## src/hdl/dal_cfg.svh

```systemverilog
`ifndef DAL_CFG_SVH
`define DAL_CFG_SVH
`define DAL_CLK_HZ      10000000
`define DAL_BLINK_MS    500
`define DAL_BLINK_CYC   ((`DAL_CLK_HZ / 1000) * `DAL_BLINK_MS)
`define DAL_CNT_W       23
`endif

```

## src/hdl/dal_pkg.sv

```systemverilog
package dal_pkg;
	typedef enum logic [1:0]
	{
		DAL_SPUN_DOWN,
		DAL_SPUN_UP,
		DAL_SPINNING,
		DAL_FORMAT
	} dal_mode_type;
endpackage

```

## src/hdl/drive_activity_led_control.sv

```systemverilog
`timescale 1ns/100ps
`include "dal_cfg.svh"
// activity indicator driver; status inputs are from other clock domains
module drive_activity_led_control
	import dal_pkg::*;
#(
	parameter int HALF_CYC = `DAL_BLINK_CYC
)
(
	input  wire logic mclk,
	input  wire logic nrst,
	input  wire logic spunUp,
	input  wire logic spinTransition,
	input  wire logic cmdActive,
	input  wire logic formatActive,
	input  wire logic cylinderChange,
	input  wire logic indicator_polarity_select,
	input  wire logic indicatorOutputIn,
	output logic      indicatorOutputOut,
	output logic      indicatorOutputOe
);
	logic       rstMeta;
	logic       rstN;
	logic [5:0] syncA;
	logic [5:0] syncB;
	logic       cylPrev_reg;
	logic       cylPrev_next;
	logic       fmtLed_reg;
	logic       fmtLed_next;
	logic       ledOn_reg;
	logic       ledOn_next;
	logic       blinkPhase;
	dal_mode_type mode;
	logic       sUp;
	logic       sSpin;
	logic       sCmd;
	logic       sFmt;
	logic       sCyl;
	logic       sPol;
	logic [`DAL_CNT_W-1:0] runCnt_reg;
	logic [`DAL_CNT_W-1:0] runCnt_next;

	// steady level: spun down follows activity, spun up also polarity
	function automatic logic steadyLevel
	(
		input logic up,
		input logic busy,
		input logic pol
	);
		if (!up)
			return busy;
		return busy ? pol : ~pol;
	endfunction

	// reset release through two flip-flops
	always_ff @(posedge mclk or negedge nrst)
	begin
		if (!nrst)
		begin
			rstMeta <= 1'b0;
			rstN    <= 1'b0;
		end
		else
		begin
			rstMeta <= 1'b1;
			rstN    <= rstMeta;
		end
	end

	// two-stage synchronisers for all status inputs
	always_ff @(posedge mclk or negedge rstN)
	begin
		if (!rstN)
		begin
			syncA <= '0;
			syncB <= '0;
		end
		else
		begin
			syncA <= {spunUp, spinTransition, cmdActive, formatActive,
				cylinderChange, indicator_polarity_select};
			syncB <= syncA;
		end
	end
	assign {sUp, sSpin, sCmd, sFmt, sCyl, sPol} = syncB;

	// mode priority: format, then spin blink, then steady
	always_comb
	begin
		if (sFmt)
			mode = DAL_FORMAT;
		else if (sSpin)
			mode = DAL_SPINNING;
		else if (sUp)
			mode = DAL_SPUN_UP;
		else
			mode = DAL_SPUN_DOWN;
	end

	dal_blink_timer #(
		.HALF_CYC (HALF_CYC)
	) uBlink (
		.mclk   (mclk),
		.rstN   (rstN),
		.enable (mode == DAL_SPINNING),
		.phase  (blinkPhase)
	);

	// indicator level selection and format toggle state
	always_comb
	begin
		cylPrev_next = sCyl;
		fmtLed_next  = fmtLed_reg;
		ledOn_next   = ledOn_reg;
		if (mode != DAL_FORMAT)
			fmtLed_next = ledOn_reg;
		else if (sCyl && !cylPrev_reg)
			fmtLed_next = ~fmtLed_reg;
		case (mode)
			DAL_FORMAT:    ledOn_next = fmtLed_next;
			DAL_SPINNING:  ledOn_next = blinkPhase;
			DAL_SPUN_UP:   ledOn_next = steadyLevel(1'h1, sCmd, sPol);
			DAL_SPUN_DOWN: ledOn_next = steadyLevel(1'h0, sCmd, sPol);
			default:       ledOn_next = 1'b0;
		endcase
	end

	always_ff @(posedge mclk or negedge rstN)
	begin
		if (!rstN)
		begin
			cylPrev_reg <= 1'b0;
			fmtLed_reg  <= 1'b0;
			ledOn_reg   <= 1'b0;
		end
		else
		begin
			cylPrev_reg <= cylPrev_next;
			fmtLed_reg  <= fmtLed_next;
			ledOn_reg   <= ledOn_next;
		end
	end

	// assertion helper: length of the current blink run
	always_comb
	begin
		if (mode != DAL_SPINNING || ledOn_next != ledOn_reg)
			runCnt_next = '0;
		else
			runCnt_next = runCnt_reg + `DAL_CNT_W'(1);
	end

	always_ff @(posedge mclk or negedge rstN)
	begin
		if (!rstN)
			runCnt_reg <= '0;
		else
			runCnt_reg <= runCnt_next;
	end

	// open drain: drive low only when lit
	assign indicatorOutputOut = 1'b0;
	assign indicatorOutputOe  = ledOn_reg;

	logic unusedIn;
	assign unusedIn = indicatorOutputIn;
endmodule // drive_activity_led_control

```

## src/hdl/dal_blink_timer.sv

```systemverilog
`timescale 1ns/100ps
`include "dal_cfg.svh"
// half-period timer: toggles phase every blink interval while enabled
module dal_blink_timer
	import dal_pkg::*;
#(
	parameter int HALF_CYC = `DAL_BLINK_CYC
)
(
	input  wire logic mclk,
	input  wire logic rstN,
	input  wire logic enable,
	output logic      phase
);
	logic [`DAL_CNT_W-1:0] cnt_reg;
	logic [`DAL_CNT_W-1:0] cnt_next;
	logic                  phase_reg;
	logic                  phase_next;

	// count down one half period, restart lit when disabled
	always_comb
	begin
		cnt_next   = cnt_reg;
		phase_next = phase_reg;
		if (!enable)
		begin
			cnt_next   = `DAL_CNT_W'(HALF_CYC - 1);
			phase_next = 1'b1;
		end
		else if (cnt_reg == '0)
		begin
			cnt_next   = `DAL_CNT_W'(HALF_CYC - 1);
			phase_next = ~phase_reg;
		end
		else
			cnt_next = cnt_reg - `DAL_CNT_W'(1);
	end

	always_ff @(posedge mclk or negedge rstN)
	begin
		if (!rstN)
		begin
			cnt_reg   <= '0;
			phase_reg <= 1'b1;
		end
		else
		begin
			cnt_reg   <= cnt_next;
			phase_reg <= phase_next;
		end
	end

	assign phase = phase_reg;
endmodule // dal_blink_timer

```

## config.mk

```make
export PLATFORM = sky130hd
export DESIGN_NAME = drive_activity_led_control
export DESIGN_NICKNAME = d
export VERILOG_FILES = /design/src/hdl/dal_pkg.sv /design/src/hdl/drive_activity_led_control.sv /design/src/hdl/dal_blink_timer.sv
export VERILOG_INCLUDE_DIRS = /design/src /design/src/hdl
export SDC_FILE = /design/constraint.sdc
export NUM_CORES = 1
export LEC_CHECK = 0
export BUFFER_PORTS_ARGS = -buffer_cell sky130_fd_sc_hd__buf_2
export CAP_MARGIN = 40
export CORE_ASPECT_RATIO = 1.2
export CORE_MARGIN = 2
export CORE_UTILIZATION = 25
export CTS_BUF_LIST = sky130_fd_sc_hd__clkbuf_4 sky130_fd_sc_hd__clkbuf_8
export DETAILED_ROUTE_END_ITERATION = 8
export SETUP_SLACK_MARGIN = 0.2
export SYNTH_ARGS = -nofsm -noshare
export SYNTH_HDL_FRONTEND = slang
export SYNTH_SLANG_ARGS = --single-unit
```

## constraint.sdc

```tcl
create_clock -name mclk -period 3.4 [get_ports mclk]
set_input_delay 0.17 -clock mclk [delete_from_list [all_inputs] [get_ports mclk]]
set_output_delay 0.17 -clock mclk [all_outputs]
set_load 0.05 [all_outputs]
```

==> results of run 1 <==
metrics by stage:
step / worst slack, ns / hold slack, ns / instances
after floorplan: 1.38 / -0.126 / 154
after global placement: 1.02 / -0.0442 / 247
after detailed placement: 1.01 / -0.0438 / 248
after CTS: 0.966 / 0.188 / 263
after global routing: 0.769 / 0.193 / 263
final: 0.970 / 0.187 / 263
synth_stat cells, drive strengths merged, types with 2 or more instances:
library cell and instances:
dfrtp 40, nand2 16, nand3 11, nor2 11
xor2 10, o21ai 8, inv 5, a21oi 4
nor4 4, or4 4, xnor2 4, nand4 3
nor3 3, o31ai 3, or3 3, clkbuf 2
conb 2, ha 2, nand2b 2, nand3b 2
nand4b 2, o41ai 2
final timing paths:
kind | to | slack (ns) | cells after the start
max | uBlink.cnt_reg[16] | 0.97 | 6
min | rstMeta | 0.19 | 2
max reg2reg | uBlink.cnt_reg[16] | 0.97 | 6
min reg2reg | syncA[3] | 0.23 | 0
max in group asynchronous | syncA[5] | 2.48 | 2
min in group mclk | syncB[2] | 0.35 | 0
logic make-up (layout without fill, tap and decap cells):
family	after synthesis	after routing
buf+inv	8	30
xor+xnor	14	14
compound gates	21	21
flops	41	41
simple gates	65	65
mux	1	1
other cells	2	2
fa+ha+maj	2	2
per-layer routing:
metal	vias to the layer above	track usage, %
met2	13	15.2
li1	582	-
met4	0	5.08
met1	573	10.3
met3	6	2.56
met5	-	0
repair_timing:
| item | 4_1_cts | 5_1_grt |
|---|---|---|
| gates resized for setup | 0 | 0 |
| endpoints found under the hold margin | 8 | 0 |
| setup buffers | 0 | 0 |
| hold buffers | 7 | 0 |
final cells by class:
type,count,area (sq um)
well taps,87,109
clock buffers,6,76.3
flip-flops and latches,41,1030
multi-input cells,105,676
repair buffers,17,145
clock inverters,2,15.0
fillers,711,4700
inverters,5,18.8
power by group:
part / internal (uW) / leakage [uW] / total (uW) / switching (uW)
combinational: 20.4 / 0.000262 / 49.5 / 29.1
clock: 152 / 0.0000408 / 322 / 169
sequential: 501 / 0.000464 / 510 / 8.59
total: 674 / 0.000767 / 881 / 207
==> flow_summary_export.csv, run 1 <==
group,metric,value,unit
worst_setup_path,max_stage_delay,0.59,ns
detailed_routing,vias,1174,
detailed_routing,met1_length,1.34,mm
grt,gr-total-overflow,0,
detailed_routing,wirelength,3.02,mm
synth,synth.area.top_cells,"dfrtp_1, xor2_1, nand2_1",
synth,synth_xor_area_share,7.06,%
worst_setup_path,worst-endpoint-arrival,2.65,ns
placement,io_buffer_count,8,
clock_network,cts_tree,"built",
worst_setup_path,path_cells,"inv_1 -> ha_1 -> nor4b_1 -> nand2_1 -> or4_4 -> a21oi_2",
synth,netlist_area,1740,sq um
synth,ys_warn_count,0,
worst_setup_path,cp-startpoint,"uBlink.cnt_reg[0]",
synth,yosysTopAreaCell,"dfrtp_1",
synth,synth_ff_type,"dfrtp_1",
detailed_routing,dr.pass1.iters,4,
worst_setup_path,r2r-start,"uBlink.cnt_reg[0]",
clock_network,clk_latency,0.30,ns
synth,ys_types,38,
grt,grt_first_pass_wirelength,5.32,mm
timing,setup_viol,0,
synth,synth_nets,165,
placement,dp_hpwl,2.10,mm
detailed_routing,drc,0,
timing,skew,0.00515,ns
pwr,p_total,881,uW
timing,drv_slew,0,
detailed_routing,wl_met3,86,um
grt,grt_max_degree,17,
synth,synth_top_area_share,57.6,%
grt,grt_pass1_vias,1173,
pwr,leakage,0.000767,uW
synth,avgSynthCellArea,11.3,sq um
pwr,p_per_area,426,nW/um^2
grt,antenna_found_initial,0,
synth,synthAdderAreaFrac,1.44,%
timing,period_share,71.5,%
floorplan,core_area,6770,sq um
worst_setup_path,criticalPathCategory,"reg2reg",
worst_setup_path,path_delay_family,"simple AND/OR/NAND/NOR gates",
synth,yosys_register_bits,41,
worst_setup_path,startpoint_type,"flop",
worst_setup_path,cp-end-kind,"flop",
status,status,"complete, no violations",
clock_network,clock-root-buffer,"clkbuf_8",
clock_network,clock_path_buffers,2,
min_path,min_path_type,"in2async",
flow_run,drv_cap,0,
floorplan,die_w,80.1,um
grt,track_usage,9.07,%
finish,design_area,2070,sq um
finish,area_growth,19.0,%
finish,layout_commonest_cell,"dfrtp_1",
floorplan,die_h,95.3,um
placement,placed_cell_area,1910,sq um
detailed_routing,drt_iter0_markers,43,
synth,muxShareOfSynthArea,0.576,%
synth,synth_simple_gate_area_share,21.6,%
clock_network,clock_sinks,41,
detailed_routing,wl_per_cell,11.5,um
timing,rsz0062_at_grt,"false",
timing,max_freq,412,MHz
clock_network,cts_made_buffers,5,
timing,tightestPinTransition,0.749,ns
floorplan,io_pins,11,
timing,fin_setup_tns,0,ns
finish,largest_reg_flops,23,
detailed_routing,ant_nets,0,
floorplan,die-area,7630,sq um
synth,ys_async_sr_fraction,100,%
finish,finish.utilization,30.5,%
detailed_routing,viasPerCell,4.46,
worst_setup_path,crit_slowest_cell,"nor4b_1",
finish,layout_common_cells,"dfrtp_1, nand2_1, nor2_1, nand3_1, xor2_1",
synth,syn_inst,154,
clock_network,htreeDepth,2,
floorplan,std_cell_rows,33,
detailed_routing,wl_met2,1.52,mm
finish,drive_gt1_share,13.6,%
timing,slew_headroom,49.7,%
worst_setup_path,required,3.62,ns
synth,synth_edf_count,0,
floorplan,initial_utilization,25.6,%
synth,ys_seq_area_share,59.1,%
timing,finalHoldViolations,0,
timing,period_minus_slack,2.43,ns
synth,synth_top_family_by_area,"simple AND/OR/NAND/NOR gates",
clock_network,clkSlewWorstSetupHoldPaths,0.08,ns
worst_setup_path,crit_buf_inv,1,
placement,gp_congestion,0.732,
worst_setup_path,crit_fanout,8,
detailed_routing,top_layer_used,"met4",
finish,diodes,0,
finish,finalNetCount,186,
synth,synth_compound_area_share,7.78,%
pwr,max-vdd-ir-drop,0.274,mV
No activity file was read; power rests on OpenSTA's default activity.
==> run 2: changes to the inputs <==
ABC_AREA = 1   (was not set)
clock period = 2.5 ns   (was 3.4 ns; I/O delays follow)
==> flow_summary_export.csv, run 2 <==
group,metric,value,unit
status,status,"complete, no violations",
detailed_routing,viasPerCell,4.09,
detailed_routing,dr.pass1.iters,4,
clock_network,cts-resized-gates,0,
clock_network,htreeDepth,2,
finish,largest_reg_flops,23,
clock_network,clk_latency,0.30,ns
worst_setup_path,path_cells,"inv_1 -> ha_1 -> nand3_1 -> nor2_4 -> nand3_1 -> nand2_1 -> nand2_1 -> nor2_1",
timing,skew,0.00362,ns
synth,ys_warn_count,0,
worst_setup_path,cp-end-kind,"flop",
floorplan,io_pins,11,
clock_network,cts_tree,"built",
finish,multiInputGateArea,756,sq um
timing,fin_setup_tns,0,ns
timing,period_minus_slack,1.49,ns
floorplan,die-area,8300,sq um
floorplan,die_w,83.5,um
pwr,power_switching_share,25.5,%
worst_setup_path,startpoint_type,"flop",
worst_setup_path,required,2.74,ns
synth,avgSynthCellArea,8.70,sq um
synth,syn_inst,218,
timing,period_share,59.5,%
finish,layout_common_cells,"nand2_1, nor2_1, dfrtp_1, inv_1, nand3_1",
detailed_routing,vias,1355,
grt,grt_first_pass_wirelength,5.81,mm
timing,max_freq,672,MHz
floorplan,die_h,99.4,um
timing,rsz0062_at_grt,"false",
timing,setup_viol,0,
floorplan,core_area,7320,sq um
placement,io_buffer_count,8,
detailed_routing,ant_nets,0,
detailed_routing,wirelength,3.21,mm
finish,fillers,807,
worst_setup_path,crit_buf_inv,1,
placement,dp_hpwl,2.42,mm
placement,gp_congestion,0.782,
clock_network,clock_path_buffers,2,
worst_setup_path,criticalPathCategory,"reg2reg",
pwr,combPwrFrac,6.5,%
clock_network,clkSlewWorstSetupHoldPaths,0.09,ns
worst_setup_path,path_delay_family,"simple AND/OR/NAND/NOR gates",
synth,synth_ff_type,"dfrtp_1",
finish,area_growth,16.0,%
worst_setup_path,crit_slowest_cell,"dfrtp_1",
clock_network,clock_sinks,41,
detailed_routing,drc,0,
detailed_routing,drt_iter0_markers,41,
finish,drive_gt1_share,16.2,%
timing,drv_slew,0,
synth,ys_async_sr_fraction,100,%
floorplan,std_cell_rows,34,
pwr,internal_power,916,uW
synth,ys_types,23,
finish,diodes,0,
synth,yosys_register_bits,41,
floorplan,initial_utilization,25.9,%
synth,post-synth-top-count-cell,"nand2_1",
timing,finalHoldViolations,0,
clock_network,cts_made_buffers,5,
synth,yosysTopAreaCell,"dfrtp_1",
min_path,min_path_type,"in2async",
synth,synth.area.top_cells,"dfrtp_1, nand2_1, nor2_1",
pwr,p_per_area,559,nW/um^2
synth,netlist_area,1900,sq um
pwr,max-vdd-ir-drop,0.332,mV
pwr,leakage,0.000953,uW
worst_setup_path,max_stage_delay,0.39,ns
worst_setup_path,worst-endpoint-arrival,1.72,ns
pwr,p_switching,313,uW
placement,placed_cell_area,2040,sq um
grt,grt_pass1_vias,1351,
synth,ys_seq_area_share,54.2,%
grt,grt_max_degree,23,
pwr,clkPwrFrac,37.1,%
finish,layout_commonest_cell,"nand2_1",
grt,gr-total-overflow,0,
detailed_routing,wl_per_cell,9.70,um
pwr,power_frac_seq,56.5,%
synth,synth_edf_count,0,
synth,yosys-top-cells-count,"nand2_1, nor2_1, dfrtp_1",
synth,synth_top_area_share,52.8,%
finish,final-seq-area,1030,sq um
synth,synth_nets,229,
finish,design_area,2200,sq um
finish,finalNetCount,251,
grt,antenna_found_initial,0,
clock_network,clock-root-buffer,"clkbuf_8",
worst_setup_path,crit_fanout,6,
flow_run,drv_cap,0,
clock_network,cts_setup_buffers,0,
grt,track_usage,8.59,%
==> run 2: changes by cell type in the layout (fill, tap and decap cells not counted), sizes merged, moves of 7 or more <==
cell   delta
nor2     +41
nand2    +43
nand3     +8
inv      +19
xor2      -7
==> run 2: repair_timing <==
action / CTS / global route
endpoints found under the setup margin: 0 / 0
hold buffers: 7 / 0
endpoints found under the hold margin: 8 / 0
==> run 2: logic make-up (layout without fill, tap and decap cells) <==
family,count (synthesis),in the layout,share of synthesized area (%)
compound gates,6,6,1.58
xor+xnor,8,8,3.70
fa+ha+maj,2,2,1.32
buf+inv,24,47,5.94
flops,41,41,54.2
other cells,2,2,0.396
simple gates,135,135,32.9
==> run 2: per-stage QoR <==
stage | instances | utilization [%] | total power, uW | worst slack [ns] | hold WS, ns
floorplan | 218 | - | 764 | 1.20 | -0.171
finish | 331 | 30.1 | 1230 | 1.01 | 0.127
CTS | 331 | 30.1 | 1250 | 0.990 | 0.119
detailed placement | 316 | 27.8 | 782 | 1.01 | -0.0862
global route | 331 | 30.1 | 1280 | 0.840 | 0.135
global placement | 316 | 27.8 | 779 | 1.01 | -0.0875
==> run 2: layer usage <==
layer,track usage (%),routed length (um)
met1,9.88,1400
met2,15.6,1660
met5,0,0
met4,3.60,66
met3,1.74,80
==> run 2: worst reg2reg max path, cell delays in order (launching register included) <==
cell     delay, ns
dfrtp_1       0.39
inv_1         0.10
ha_1          0.22
nand3_1       0.18
nor2_4        0.21
nand3_1       0.12
nand2_1       0.08
nand2_1       0.05
nor2_1        0.08
==> run 2: final timing paths <==
check | slack, ns | startpoint | end | depth (start not counted)
hold / removal | 0.13 | nrst | rstMeta | 2
setup reg to reg | 1.01 | uBlink.cnt_reg[0] | uBlink.cnt_reg[20] | 8
max in group asynchronous | 2.03 | rstN | uBlink.phase | 1
hold reg to reg | 0.22 | rstN | uBlink.cnt_reg[6] | 1
setup / recovery | 1.01 | uBlink.cnt_reg[0] | uBlink.cnt_reg[20] | 8
min in group mclk | 0.35 | syncA[4] | syncB[4] | 0
==> run 2: final cells by class <==
class / instances / share of cell area (%)
clock buffers: 5 / 3.13
clock inverters: 3 / 1.14
inverters: 22 / 3.87
multi-input cells: 153 / 34.4
flip-flops and latches: 41 / 46.7
well taps: 90 / 5.12
repair buffers: 17 / 5.69
==> run 2: power by group through the flow <==
stage / logic (uW) / registers (uW) / clock network, uW
2_1_floorplan: 40.2 / 724 / 0
3_3_place_gp: 72.2 / 707 / 0
3_5_place_dp: 73.4 / 708 / 0
4_1_cts: 82.0 / 695 / 471
5_1_grt: 90.2 / 697 / 495
6_report: 79.3 / 694 / 455
==> run 3: changes to the inputs <==
ABC_AREA = 0   (was 1)
clock period = 1.2 ns   (was 2.5 ns; I/O delays follow)
==> flow_summary_export.csv, run 3 (same netlist as run 1, synthesis figures left out) <==
group,metric,value,unit
status,violations,"setup timing",
floorplan,initial_utilization,25.6,%
timing,drv_slew,0,
clock_network,clock_sinks,41,
timing,fin_hold_ws,0.0693,ns
clock_network,clock_path_buffers,2,
pwr,p_per_area,906,nW/um^2
detailed_routing,wl_per_cell,12.9,um
min_path,min_path_type,"in2async",
finish,multiInputGateArea,922,sq um
worst_setup_path,required,1.43,ns
finish,finish.utilization,42.1,%
detailed_routing,dr.pass1.iters,4,
grt,grt_max_degree,40,
detailed_routing,vias,1433,
finish,diodes,0,
pwr,p_total,2580,uW
pwr,max-vdd-ir-drop,0.553,mV
grt,grt_pass1_vias,1492,
detailed_routing,drt_iter0_markers,53,
clock_network,clk_latency,0.30,ns
placement,gp_congestion,0.756,
floorplan,std_cell_rows,33,
worst_setup_path,criticalPathCategory,"reg2reg",
timing,max_freq,562,MHz
detailed_routing,wirelength,4.21,mm
timing,period_minus_slack,1.78,ns
finish,fillers,642,
timing,setup_viol,24,
floorplan,die_h,95.3,um
clock_network,htreeDepth,2,
finish,layout_commonest_cell,"buf_4",
floorplan,die-area,7630,sq um
timing,finalHoldViolations,0,
grt,track_usage,12.2,%
clock_network,clock-root-buffer,"clkbuf_8",
detailed_routing,viasPerCell,4.40,
timing,skew,0.00727,ns
clock_network,clkSlewWorstSetupHoldPaths,0.09,ns
clock_network,cts_made_buffers,5,
timing,worst_slack,-0.580,ns
detailed_routing,drc,0,
floorplan,io_pins,11,
timing,period_share,148,%
clock_network,cts_tree,"built",
finish,drive_gt1_share,51.0,%
pwr,leakage,0.00114,uW
grt,grt_first_pass_wirelength,6.87,mm
grt,gr-total-overflow,0,
finish,final-seq-area,1030,sq um
status,status,"complete, but fails checks",
floorplan,die_w,80.1,um
floorplan,core_area,6770,sq um
timing,rsz0062_at_grt,"true",
placement,placed_cell_area,2330,sq um
finish,largest_reg_flops,23,
worst_setup_path,worst-endpoint-arrival,2.02,ns
detailed_routing,ant_nets,0,
worst_setup_path,crit_fanout,2,
placement,dp_hpwl,2.50,mm
worst_setup_path,reg2reg_slack,-0.58,ns
worst_setup_path,startpoint_type,"flop",
finish,design_area,2850,sq um
placement,io_buffer_count,8,
grt,antenna_found_initial,0,
finish,layout_common_cells,"buf_4, dfrtp_1, nand2_1, buf_6, xor2_1",
worst_setup_path,cp-end-kind,"flop",
flow_run,drv_cap,0,
finish,area_growth,64.1,%
finish,finalNetCount,249,
==> run 3: cell count changes in the layout (fill, tap and decap cells not counted), sizes merged, moves of 7 or more <==
| cell | before | now |
|---|---|---|
| xor2 | 3 | 10 |
| nor2 | 52 | 11 |
| nand3 | 19 | 11 |
| nand2 | 59 | 16 |
| buf | 10 | 72 |
| inv | 24 | 5 |
==> run 3: final cells by class <==
cell class                 instances  area share [%]
clock inverter                     3           0.790
tap                               87            3.82
inverter                           5           0.658
multi-input combinational        106            32.4
clock buffer                       5            2.41
sequential                        41            36.1
timing repair buffer              79            23.9
==> run 3: through the flow <==
step	worst slack (ns)	cells	TNS, ns
after floorplan	-0.651	154	-9.72
after global placement	-0.554	293	-10.95
after detailed placement	-0.595	293	-11.54
after CTS	-0.582	317	-11.01
after global routing	-0.631	326	-12.96
final	-0.580	326	-11.13
==> run 3: what timing repair did <==
| item | in CTS | in global routing |
|---|---|---|
| gates cloned | 1 | 0 |
| gates resized for setup | 23 | 21 |
| endpoints found under the setup margin | 24 | 26 |
| hold buffers | 7 | 0 |
| pin swaps | 17 | 5 |
| hold endpoints to repair | 8 | 0 |
| buffers inserted | 8 | 9 |
==> run 3: final timing paths <==
check | to | startpoint | cells after the start
min in group mclk | syncB[3] | syncA[3] | 0
max | uBlink.cnt_reg[16] | uBlink.cnt_reg[10] | 4
max reg2reg | uBlink.cnt_reg[16] | uBlink.cnt_reg[10] | 4
min | rstN | nrst | 2
min reg2reg | uBlink.cnt_reg[13] | rstN | 1
max in group asynchronous | uBlink.phase | rstN | 1
==> run 3: per-layer routing <==
layer	share of wire (%)	vias up	track usage [%]
met1	40	705	12.7
li1	-	707	-
met2	56	16	22.7
met4	1.9	0	5.93
met5	0	-	0
met3	2.4	5	2.65
==> run 3: worst max-delay path, stage by stage (launching register included) <==
cell	delay [ns]
dfrtp_1	0.41
nor4_4	0.28
or3b_4	0.41
or4_4	0.48
a21oi_2	0.14
==> run 3: power by group <==
group          switching (uW)  total [uW]  internal, uW
registers                16.2        1440          1420
clock network             524         937           413
logic                     112         210          97.2
